`config.mk`:
```
export PLATFORM = sky130hd
export DESIGN_NAME = dsc_device_flat
export DESIGN_NICKNAME = d
export VERILOG_FILES = /design/src/common/dsc_pkg.sv /design/src/common/dsc_link_if.sv /design/src/logic/dsc_sync.sv /design/src/logic/dsc_device.sv /design/src/flat_wrapper.sv
export SDC_FILE = /design/constraint.sdc
export NUM_CORES = 1
export LEC_CHECK = 0
export BUFFER_PORTS_ARGS = -buffer_cell sky130_fd_sc_hd__buf_2
export CAP_MARGIN = 20
export CORE_MARGIN = 5
export CORE_UTILIZATION = 35
export DETAILED_ROUTE_END_ITERATION = 10
export PLACE_DENSITY_LB_ADDON = 0.2
export SYNTH_ARGS = -nofsm -noshare
export SYNTH_HDL_FRONTEND = slang
export SYNTH_SLANG_ARGS = --single-unit
```
`constraint.sdc`:
```
create_clock -name core_clk_i -period 3 [get_ports core_clk_i]
set_input_delay 0.6 -clock core_clk_i [delete_from_list [all_inputs] [get_ports core_clk_i]]
set_output_delay 0.6 -clock core_clk_i [all_outputs]
set_load 0.1 [all_outputs]
```
`src/common/dsc_pkg.sv`:
```
package dsc_pkg;
  // ---------------------------------------------------------------------------
  // timing
  // ---------------------------------------------------------------------------
  localparam int unsigned CLK_NS        = 8;
  localparam int unsigned PUD_US        = 1500;
  localparam int unsigned SWITCH_US     = 150;
  localparam int unsigned PUD_CYC       = (PUD_US * 1000 + CLK_NS - 1) / CLK_NS;
  localparam int unsigned SWITCH_CYC    = (SWITCH_US * 1000 + CLK_NS - 1) / CLK_NS;
  localparam int unsigned MARGIN_CYC    = 16;
  localparam int unsigned RST_HOLD_CYC  = 16;
  localparam int unsigned GAP_CYC       = 4;
  localparam int unsigned HALF_CYC      = 8;
  localparam int unsigned IMP_PHASE_CYC = 1024;
  localparam int unsigned CNT_W         = 18;
  localparam int unsigned FRAME_BITS    = 16;
  // ---------------------------------------------------------------------------
  // link register map
  // ---------------------------------------------------------------------------
  localparam logic [6:0] A_PWR   = 7'h00;
  localparam logic [6:0] A_CLK   = 7'h01;
  localparam logic [6:0] A_ISTAT = 7'h02;
  localparam logic [6:0] A_IMASK = 7'h03;
  localparam logic [6:0] A_IMP   = 7'h04;
  localparam logic [6:0] A_IRES  = 7'h05;
  localparam logic [6:0] A_STAT  = 7'h06;
  localparam logic [6:0] A_SER   = 7'h07;
  localparam int unsigned PWR_PDN = 0;
  localparam int unsigned PWR_PLL = 1;
  localparam int unsigned PWR_BYP = 2;
  localparam logic [2:0] PWR_RST = 3'h1;
  localparam logic [1:0] SRC_EXT = 2'h0;
  localparam logic [1:0] SRC_PLL = 2'h1;
  localparam logic [1:0] SRC_OSC = 2'h2;
  localparam logic [1:0] SRC_BAD = 2'h3;
  localparam logic [1:0] FMT_BAD = 2'h3;
  localparam int unsigned CLK_SYSPLL = 2;
  localparam int unsigned IMP_START  = 7;
  localparam logic [2:0] MASK_RST = 3'h7;
  // ---------------------------------------------------------------------------
  // host wishbone map
  // ---------------------------------------------------------------------------
  localparam logic [3:0] WB_CMD  = 4'h0;
  localparam logic [3:0] WB_STAT = 4'h4;
  localparam logic [3:0] WB_CTRL = 4'h8;
  typedef enum logic [1:0] {H_RESET, H_WAIT, H_IDLE, H_RUN} dsc_host_state_type;
endpackage

```
`src/common/dsc_link_if.sv`:
```
`timescale 1ns/1ps
interface dsc_link_if;
  logic reset_n;
  logic link_clk;
  logic frame;
  logic mosi;
  logic miso;
  logic int_n_o;
  logic int_n_oe;
  logic int_n;
  // open-drain with pull-up
  assign int_n = int_n_oe ? int_n_o : 1'b1;
  modport dev (input reset_n, link_clk, frame, mosi, output miso, int_n_o, int_n_oe);
  modport host (output reset_n, link_clk, frame, mosi, input miso, int_n);
endinterface

```
`src/logic/dsc_sync.sv`:
```
`timescale 1ns/1ps
module dsc_sync #(
  parameter int WIDTH = 1
) (
  input  wire logic             clk_i,
  input  wire logic             rst_i,
  input  wire logic [WIDTH-1:0] d_i,
  output logic      [WIDTH-1:0] q_o
);
  logic [WIDTH-1:0] meta_q;
  logic [WIDTH-1:0] sync_q;

  always_ff @(posedge clk_i) begin
    if (rst_i) begin
      meta_q <= '0;
      sync_q <= '0;
    end else begin
      meta_q <= d_i;
      sync_q <= meta_q;
    end
  end

  assign q_o = sync_q;
endmodule

```
`src/logic/dsc_device.sv`:
```
// Contract
// reset pin forces all state default
// nothing starts before reset released
// host pulses reset after supply up
// low core supply holds defaults
// host waits power-up delay after reset
// three master clock sources selectable
// new clock source applied at stop
// host waits after clock source switch
// rc oscillator allows bypass path only
// rc oscillator blocks playback, impedance measure
// sysclk out from crystal or pll
// main port takes i2s, tdm, packed
// aux port takes packed stream only
// one-bit interface 128x, shares aux pins
// interrupt when status set and unmasked
// headphone insertion raises interrupt event
// impedance measure started, events report progress
// host powers down before reconfiguring
// power-down bit gates playback chain
// host configures before clearing power-down
// host sets power-down before chain changes
// status latched until read, int held
// transactions ignored while delays run
`timescale 1ns/1ps
module dsc_device #(
  parameter int unsigned PUD_CYC    = dsc_pkg::PUD_CYC,
  parameter int unsigned SWITCH_CYC = dsc_pkg::SWITCH_CYC
) (
  input  wire logic       core_clk_i,
  input  wire logic       rst_i,
  dsc_link_if.dev         link,
  input  wire logic       core_supply_ok_i,
  input  wire logic       hp_present_i,
  input  wire logic [7:0] imp_sample_i,
  output logic            playback_chain_enable_o,
  output logic            bypass_path_enable_o,
  output logic [1:0]      master_clock_source_o,
  output logic            sysclk_from_pll_o,
  output logic [1:0]      main_port_format_o,
  output logic            aux_one_bit_direct_o,
  output logic            one_bit_rate_128_o,
  output logic            imp_measure_active_o
);
  localparam int unsigned CW = dsc_pkg::CNT_W;

  // ---------------------------------------------------------------------------
  // input synchronisers and edges
  // ---------------------------------------------------------------------------
  logic [5:0] s_w;
  logic       rst_all_w;
  logic       lclk_q;
  logic       frm_q;
  logic       hp_q;

  dsc_sync #(.WIDTH(6)) u_sync (
    .clk_i (core_clk_i),
    .rst_i (rst_i),
    .d_i   ({link.reset_n, link.link_clk, link.frame, link.mosi,
             core_supply_ok_i, hp_present_i}),
    .q_o   (s_w)
  );

  assign rst_all_w = rst_i | ~s_w[5] | ~s_w[1];

  always_ff @(posedge core_clk_i) begin
    if (rst_all_w) begin
      lclk_q <= 1'b0;
      frm_q  <= 1'b0;
      hp_q   <= 1'b0;
    end else begin
      lclk_q <= s_w[4];
      frm_q  <= s_w[3];
      hp_q   <= s_w[0];
    end
  end

  // ---------------------------------------------------------------------------
  // power-up and clock switch delays
  // ---------------------------------------------------------------------------
  logic [CW-1:0] pud_q;
  logic [CW-1:0] sw_q;
  logic          ready_w;
  logic          apply_w;
  logic          pendv_q;
  logic [1:0]    pend_q;
  logic          frame_fall_w;

  assign ready_w      = (pud_q == '0) && (sw_q == '0);
  assign frame_fall_w = ~s_w[3] & frm_q;
  assign apply_w      = frame_fall_w & pendv_q;

  always_ff @(posedge core_clk_i) begin
    if (rst_all_w) begin
      pud_q <= CW'(PUD_CYC);
      sw_q  <= '0;
    end else begin
      if (pud_q != '0) pud_q <= pud_q - 1'b1;
      if (apply_w) sw_q <= CW'(SWITCH_CYC);
      else if (sw_q != '0) sw_q <= sw_q - 1'b1;
    end
  end

  // ---------------------------------------------------------------------------
  // link frame: rw, 7-bit address, 8-bit data, msb first
  // ---------------------------------------------------------------------------
  logic [4:0]  bit_q;
  logic [14:0] sr_q;
  logic        drop_q;
  logic        miso_q;
  logic [6:0]  rsh_q;
  logic        rise_w;
  logic [6:0]  addr_w;
  logic        rd_ev_w;
  logic        wr_w;
  logic [6:0]  wa_w;
  logic [7:0]  wd_w;
  logic [7:0]  rd_w;

  assign rise_w  = s_w[4] & ~lclk_q & s_w[3] & ~drop_q & (bit_q < 5'(dsc_pkg::FRAME_BITS));
  assign addr_w  = {sr_q[5:0], s_w[2]};
  assign rd_ev_w = rise_w & (bit_q == 5'h07) & sr_q[6];
  assign wr_w    = rise_w & (bit_q == 5'h0f) & ~sr_q[14];
  assign wa_w    = sr_q[13:7];
  assign wd_w    = {sr_q[6:0], s_w[2]};

  always_ff @(posedge core_clk_i) begin
    if (rst_all_w) begin
      bit_q  <= '0;
      sr_q   <= '0;
      drop_q <= 1'b1;
      miso_q <= 1'b0;
      rsh_q  <= '0;
    end else if (s_w[3] & ~frm_q) begin
      bit_q  <= '0;
      drop_q <= ~ready_w;
    end else if (rise_w) begin
      sr_q  <= {sr_q[13:0], s_w[2]};
      bit_q <= bit_q + 1'b1;
      if (bit_q == 5'h07) {miso_q, rsh_q} <= rd_w;
      else if (bit_q > 5'h07) {miso_q, rsh_q} <= {rsh_q, 1'b0};
    end
  end

  // ---------------------------------------------------------------------------
  // control registers
  // ---------------------------------------------------------------------------
  logic [2:0] pwr_q;
  logic [1:0] src_q;
  logic       syspll_q;
  logic [1:0] fmt_q;
  logic       aux_q;
  logic       r128_q;
  logic [2:0] mask_q;
  logic [2:0] stat_q;
  logic [2:0] ev_w;
  logic [2:0] clr_w;

  always_ff @(posedge core_clk_i) begin
    if (rst_all_w) begin
      pwr_q    <= dsc_pkg::PWR_RST;
      pend_q   <= dsc_pkg::SRC_EXT;
      pendv_q  <= 1'b0;
      src_q    <= dsc_pkg::SRC_EXT;
      syspll_q <= 1'b0;
      mask_q   <= dsc_pkg::MASK_RST;
    end else begin
      if (wr_w && wa_w == dsc_pkg::A_PWR) pwr_q <= wd_w[2:0];
      if (wr_w && wa_w == dsc_pkg::A_IMASK) mask_q <= wd_w[2:0];
      if (wr_w && wa_w == dsc_pkg::A_CLK) begin
        syspll_q <= wd_w[dsc_pkg::CLK_SYSPLL];
        if (wd_w[1:0] != dsc_pkg::SRC_BAD) begin
          pend_q  <= wd_w[1:0];
          pendv_q <= 1'b1;
        end
      end else if (apply_w) begin
        src_q   <= pend_q;
        pendv_q <= 1'b0;
      end
    end
  end

  always_ff @(posedge core_clk_i) begin
    if (rst_all_w) begin
      fmt_q  <= '0;
      aux_q  <= 1'b0;
      r128_q <= 1'b0;
    end else if (wr_w && wa_w == dsc_pkg::A_SER && wd_w[1:0] != dsc_pkg::FMT_BAD) begin
      fmt_q  <= wd_w[1:0];
      aux_q  <= wd_w[2];
      r128_q <= wd_w[3];
    end
  end

  // ---------------------------------------------------------------------------
  // impedance measurement
  // ---------------------------------------------------------------------------
  logic       run_q;
  logic [1:0] ph_q;
  logic [9:0] icnt_q;
  logic [6:0] freq_q;
  logic [7:0] ires_q;
  logic       start_w;
  logic       tick_w;

  assign start_w = wr_w & (wa_w == dsc_pkg::A_IMP) & wd_w[dsc_pkg::IMP_START] & ~run_q
                 & (src_q != dsc_pkg::SRC_OSC);
  assign tick_w  = run_q & (icnt_q == 10'(dsc_pkg::IMP_PHASE_CYC - 1));

  always_ff @(posedge core_clk_i) begin
    if (rst_all_w) begin
      run_q  <= 1'b0;
      ph_q   <= '0;
      icnt_q <= '0;
      freq_q <= '0;
      ires_q <= '0;
    end else if (start_w) begin
      run_q  <= 1'b1;
      ph_q   <= '0;
      icnt_q <= '0;
      freq_q <= wd_w[6:0];
    end else if (run_q && src_q == dsc_pkg::SRC_OSC) begin
      run_q <= 1'b0;
    end else if (tick_w) begin
      icnt_q <= '0;
      ph_q   <= ph_q + 1'b1;
      if (ph_q == 2'h3) begin
        run_q  <= 1'b0;
        ires_q <= imp_sample_i;
      end
    end else if (run_q) begin
      icnt_q <= icnt_q + 1'b1;
    end
  end

  // ---------------------------------------------------------------------------
  // interrupt status, read-back and outputs
  // ---------------------------------------------------------------------------
  logic int_oe_q;
  logic play_q;
  logic byp_q;

  assign ev_w  = {tick_w & (ph_q == 2'h3), tick_w & (ph_q != 2'h3), s_w[0] & ~hp_q};
  assign clr_w = (rd_ev_w && addr_w == dsc_pkg::A_ISTAT) ? 3'h7 : 3'h0;
  assign rd_w  = (addr_w == dsc_pkg::A_PWR)   ? {5'h00, pwr_q} :
                 (addr_w == dsc_pkg::A_CLK)   ? {5'h00, syspll_q, src_q} :
                 (addr_w == dsc_pkg::A_ISTAT) ? {5'h00, stat_q} :
                 (addr_w == dsc_pkg::A_IMASK) ? {5'h00, mask_q} :
                 (addr_w == dsc_pkg::A_IMP)   ? {run_q, freq_q} :
                 (addr_w == dsc_pkg::A_IRES)  ? ires_q :
                 (addr_w == dsc_pkg::A_STAT)  ? {3'h0, s_w[0], run_q, src_q, play_q} :
                 (addr_w == dsc_pkg::A_SER)   ? {4'h0, r128_q, aux_q, fmt_q} : 8'h00;

  always_ff @(posedge core_clk_i) begin
    if (rst_all_w) begin
      stat_q   <= '0;
      int_oe_q <= 1'b0;
      play_q   <= 1'b0;
      byp_q    <= 1'b0;
    end else begin
      stat_q   <= (stat_q & ~clr_w) | ev_w;
      int_oe_q <= |(stat_q & ~mask_q);
      play_q   <= ~pwr_q[dsc_pkg::PWR_PDN] & (src_q != dsc_pkg::SRC_OSC);
      byp_q    <= pwr_q[dsc_pkg::PWR_BYP] & pwr_q[dsc_pkg::PWR_PDN];
    end
  end

  assign link.miso               = miso_q;
  assign link.int_n_o            = 1'b0;
  assign link.int_n_oe           = int_oe_q;
  assign playback_chain_enable_o = play_q;
  assign bypass_path_enable_o    = byp_q;
  assign master_clock_source_o   = src_q;
  assign sysclk_from_pll_o       = syspll_q;
  assign main_port_format_o      = fmt_q;
  assign aux_one_bit_direct_o    = aux_q;
  assign one_bit_rate_128_o      = r128_q;
  assign imp_measure_active_o    = run_q;
endmodule

```
`src/flat_wrapper.sv`:
```
// flat-port wrapper written by rule: the top's interface ports become plain ports
module dsc_device_flat 
#(
  parameter int unsigned PUD_CYC    = dsc_pkg::PUD_CYC,
  parameter int unsigned SWITCH_CYC = dsc_pkg::SWITCH_CYC
)
  (core_clk_i, rst_i, core_supply_ok_i, hp_present_i, imp_sample_i, playback_chain_enable_o, bypass_path_enable_o, master_clock_source_o, sysclk_from_pll_o, main_port_format_o, aux_one_bit_direct_o, one_bit_rate_128_o, imp_measure_active_o, link_reset_n, link_link_clk, link_frame, link_mosi, link_miso, link_int_n_o, link_int_n_oe);
  dsc_link_if link_i ();
  input  wire logic core_clk_i;
  input  wire logic rst_i;
  input  wire logic core_supply_ok_i;
  input  wire logic hp_present_i;
  input  wire logic [7:0] imp_sample_i;
  output logic playback_chain_enable_o;
  output logic bypass_path_enable_o;
  output logic [1:0] master_clock_source_o;
  output logic sysclk_from_pll_o;
  output logic [1:0] main_port_format_o;
  output logic aux_one_bit_direct_o;
  output logic one_bit_rate_128_o;
  output logic imp_measure_active_o;
  input wire logic [$bits(link_i.reset_n)-1:0] link_reset_n;
  input wire logic [$bits(link_i.link_clk)-1:0] link_link_clk;
  input wire logic [$bits(link_i.frame)-1:0] link_frame;
  input wire logic [$bits(link_i.mosi)-1:0] link_mosi;
  output wire logic [$bits(link_i.miso)-1:0] link_miso;
  output wire logic [$bits(link_i.int_n_o)-1:0] link_int_n_o;
  output wire logic [$bits(link_i.int_n_oe)-1:0] link_int_n_oe;
  assign link_i.reset_n = link_reset_n;
  assign link_i.link_clk = link_link_clk;
  assign link_i.frame = link_frame;
  assign link_i.mosi = link_mosi;
  assign link_miso = link_i.miso;
  assign link_int_n_o = link_i.int_n_o;
  assign link_int_n_oe = link_i.int_n_oe;
  dsc_device #(.PUD_CYC(PUD_CYC), .SWITCH_CYC(SWITCH_CYC)) u_core (.core_clk_i(core_clk_i), .rst_i(rst_i), .link(link_i), .core_supply_ok_i(core_supply_ok_i), .hp_present_i(hp_present_i), .imp_sample_i(imp_sample_i), .playback_chain_enable_o(playback_chain_enable_o), .bypass_path_enable_o(bypass_path_enable_o), .master_clock_source_o(master_clock_source_o), .sysclk_from_pll_o(sysclk_from_pll_o), .main_port_format_o(main_port_format_o), .aux_one_bit_direct_o(aux_one_bit_direct_o), .one_bit_rate_128_o(one_bit_rate_128_o), .imp_measure_active_o(imp_measure_active_o));
endmodule
```
==> flow_summary.json <==
{
  "dpl-instance-area_um2": 6166,
  "synth_adder_area_share_pct": 1.490,
  "crit_type": "reg2reg",
  "vias": 4809,
  "clk_pin_slew_ns": 0.06,
  "die_y_um": 139.6,
  "holdWs_ns": 0.3920,
  "combPwrFrac_pct": 0.9,
  "preCtsSetupSlack_ns": 0.7568,
  "synthArstFlopShare_pct": 0,
  "hold_path.class": "in2reg",
  "cts_hold_buffers": 0,
  "cts-root-buf": "clkbuf_16",
  "wl_um": 13570,
  "start_kind": "flop",
  "synth_top_area_share_pct": 44.28,
  "avgSynthCellArea_um2": 9.069,
  "fin_ws_ns": 0.7656,
  "tightestPinTransition_ns": 0.9221,
  "regToRegSetupSlack_ns": 0.77,
  "synthXorXnorAreaFrac_pct": 1.788,
  "rows": 47,
  "grt_usage_pct": 14.51,
  "power_frac_seq_pct": 44.9,
  "drtPass1Iterations": 5,
  "synthFlopType": "dfxtp_1",
  "status": "finished clean",
  "hold_viol_final": 0,
  "start_util_pct": 35.56,
  "place_hpwl_um": 9252,
  "wire_per_inst_um": 15.23,
  "grt_pass1_wl_um": 23290,
  "synth_area_leaders": "dfxtp_1 (44%), mux2i_1 (7.0%), nand2_1 (3.5%)",
  "swShare_pct": 19.23,
  "numCtsBuffers": 17,
  "areaGrowthSynthToFinish_pct": 15.05,
  "core_area_um2": 16520,
  "h-tree-depth": 4,
  "cts_tree": "yes",
  "antennaDiodeCount": 0,
  "rsz0062_at_grt": "no",
  "total_power_mw": 3.882,
  "place_congestion": 0.7657,
  "die_area_um2": 19480,
  "drt_iter0_markers": 283,
  "fin_util_pct": 40.92,
  "relSlewSlack_pct": 38.53,
  "design_area_um2": 6761,
  "skew_ns": 0.006953,
  "final_nets": 683,
  "synth_top_family_by_area": "simple AND/OR/NAND/NOR gates",
  "min_period_ns": 2.234,
  "yosys.area_share.simple_pct": 24.82,
  "leakage_nw": 2.344,
  "synth_edf_count": 0,
  "worstSkewPairLatency_ns": 0.42,
  "via_per_inst": 5.397,
  "ant_nets": 0,
  "grt_max_degree": 67,
  "crit_fanout": 20,
  "dp.cells": 861,
  "intPower_mw": 3.135,
  "fin_crit_sh_pct": 74.48,
  "post-cts-setup-buffers": 0,
  "syn_area_um2": 5877,
  "final_layout_size_suffix_gt1_share_pct": 13.11,
  "synth_compound_area_share_pct": 12.90,
  "yosys.cell_types.count": 61,
  "io_pins": 29,
  "cp-end-kind": "flop",
  "synth_cells": 648,
  "grt_pass1_vias": 4616,
  "worstPathArrival_ns": 2.58,
  "fmax_mhz": 447.5,
  "clock_sinks": 130,
  "ys_seq_elements": 130,
  "synth.area.mux_share_pct": 10.62,
  "portBuffers": 27,
  "setup_tns_ns": 0,
  "antenna_found_initial": 0,
  "chipWidth_um": 139.6,
  "cts_buffer_depth": 2,
  "ys.warnings.count": 0,
  "setup_viol": 0,
  "p_sw_uw": 746.3,
  "synth_nets": 671,
  "stdcell_count": 891,
  "power_density_nw_per_um2": 574.1,
  "slew_violations": 0,
  "synth.yosys.seq_area_share_pct": 44.28,
  "max_cap_viol_count": 0,
  "overflow": 0,
  "synth_top_cell_by_area": "dfxtp_1",
  "route.detailed.drc": 0,
  "required_ns": 3.35,
  "p_clk_share_pct": 54.2,
  "post_cts_resized": 0,
  "ir_drop_mv": 0.4185
}
synthesized netlist by cell type (all sizes together) (8+ instances only):
cell / instances
nor4: 17
nand2b: 8
dfxtp: 130
and3: 10
buf: 10
nand2: 55
or3: 12
a31oi: 16
inv: 13
o21ai: 38
nor2b: 16
or4: 11
xor2: 11
mux2i: 41
a21oi: 36
and2: 9
clkbuf: 32
nand3: 25
nor3: 24
o31ai: 8
nand4: 12
nor2: 38
cells by family (layout without fill, tap and decap cells):
kind of cell               count (synthesis)  in the layout
other                                      1              1
AOI/OAI and AO/OA                        125            125
buffers and inverters                     55             78
DFF                                      130            130
muxes                                     53             53
xor gates and xnor gates                  12             12
adders and majority gates                  7              7
and+or+nand+nor                          265            265
power groups by stage:
stage | Clock [mW] | Sequential (mW) | Combinational (mW)
after global placement | 0 | 1.78 | 0.0354
after global routing | 2.23 | 1.74 | 0.0395
after floorplan | 0 | 1.77 | 0.0279
final | 2.10 | 1.74 | 0.0357
after detailed placement | 0 | 1.78 | 0.0361
after CTS | 2.16 | 1.74 | 0.0361
sequential cells by signal, summed over array words and instances (netlist names), 7 cells and up:
name,cells
u_core.freq_q,7
u_core.icnt_q,10
u_core.ires_q,8
u_core.pud_q,18
u_core.rsh_q,7
u_core.sr_q,15
u_core.sw_q,18
cell type report:
class,count,area (um2)
clock inverters,5,100.1
clock buffers,25,495.5
flip-flops and latches,130,2603
well taps,220,275.3
inverters,13,48.80
repair buffers,35,195.2
multi-input cells,463,3044
fillers,1656,9763
routing by layer:
| metal | up-vias | GRT usage [%] | wire length (um) |
|---|---|---|---|
| met5 | - | 0 | 0 |
| met1 | 2311 | 19.57 | 6626 |
| met3 | 16 | 3.808 | 537 |
| li1 | 2401 | - | - |
| met4 | 0 | 5.609 | 233 |
| met2 | 81 | 22.34 | 6174 |
path summary, 6_finish.rpt:
check                               start                       to  depth (start not counted)
setup / recovery          u_core.bit_q[0]         u_core.freq_q[2]                          8
hold / removal                  link_mosi  u_core.u_sync.meta_q[2]                          2
hold reg to reg   u_core.u_sync.meta_q[5]     u_core.u_sync.q_o[5]                          1
setup reg to reg          u_core.bit_q[0]         u_core.freq_q[2]                          8
cell usage in the layout, fill, tap and decap left out, types with 5 or more instances in the layout:
master / Yosys / layout
dfxtp_1: 130 / 130
nand2_1: 55 / 55
mux2i_1: 41 / 41
o21ai_0: 38 / 38
nor2_1: 38 / 38
a21oi_1: 36 / 36
buf_2: 6 / 27
nand3_1: 25 / 25
nor3_1: 24 / 24
clkbuf_16: 0 / 17
nor2b_1: 16 / 16
nor4_1: 17 / 16
a31oi_1: 16 / 16
inv_1: 13 / 13
nand4_1: 12 / 12
xor2_1: 11 / 11
and3_1: 10 / 10
and2_1: 9 / 9
or4_1: 9 / 9
or3_1: 9 / 9
nand2b_1: 8 / 8
o31ai_1: 8 / 8
buf_4: 2 / 8
a211oi_1: 7 / 7
mux4_2: 7 / 7
ha_1: 7 / 7
and4_1: 6 / 6
mux2_2: 5 / 5
worst max-delay path: stages (launching register included):
cell	delay, ns
dfxtp_1	0.36
ha_1	0.23
and3_1	0.18
ha_1	0.13
nor2b_1	0.16
nand4_1	0.27
nor4_2	0.29
buf_4	0.33
mux2i_1	0.22
No activity file was read; power rests on OpenSTA's default activity.
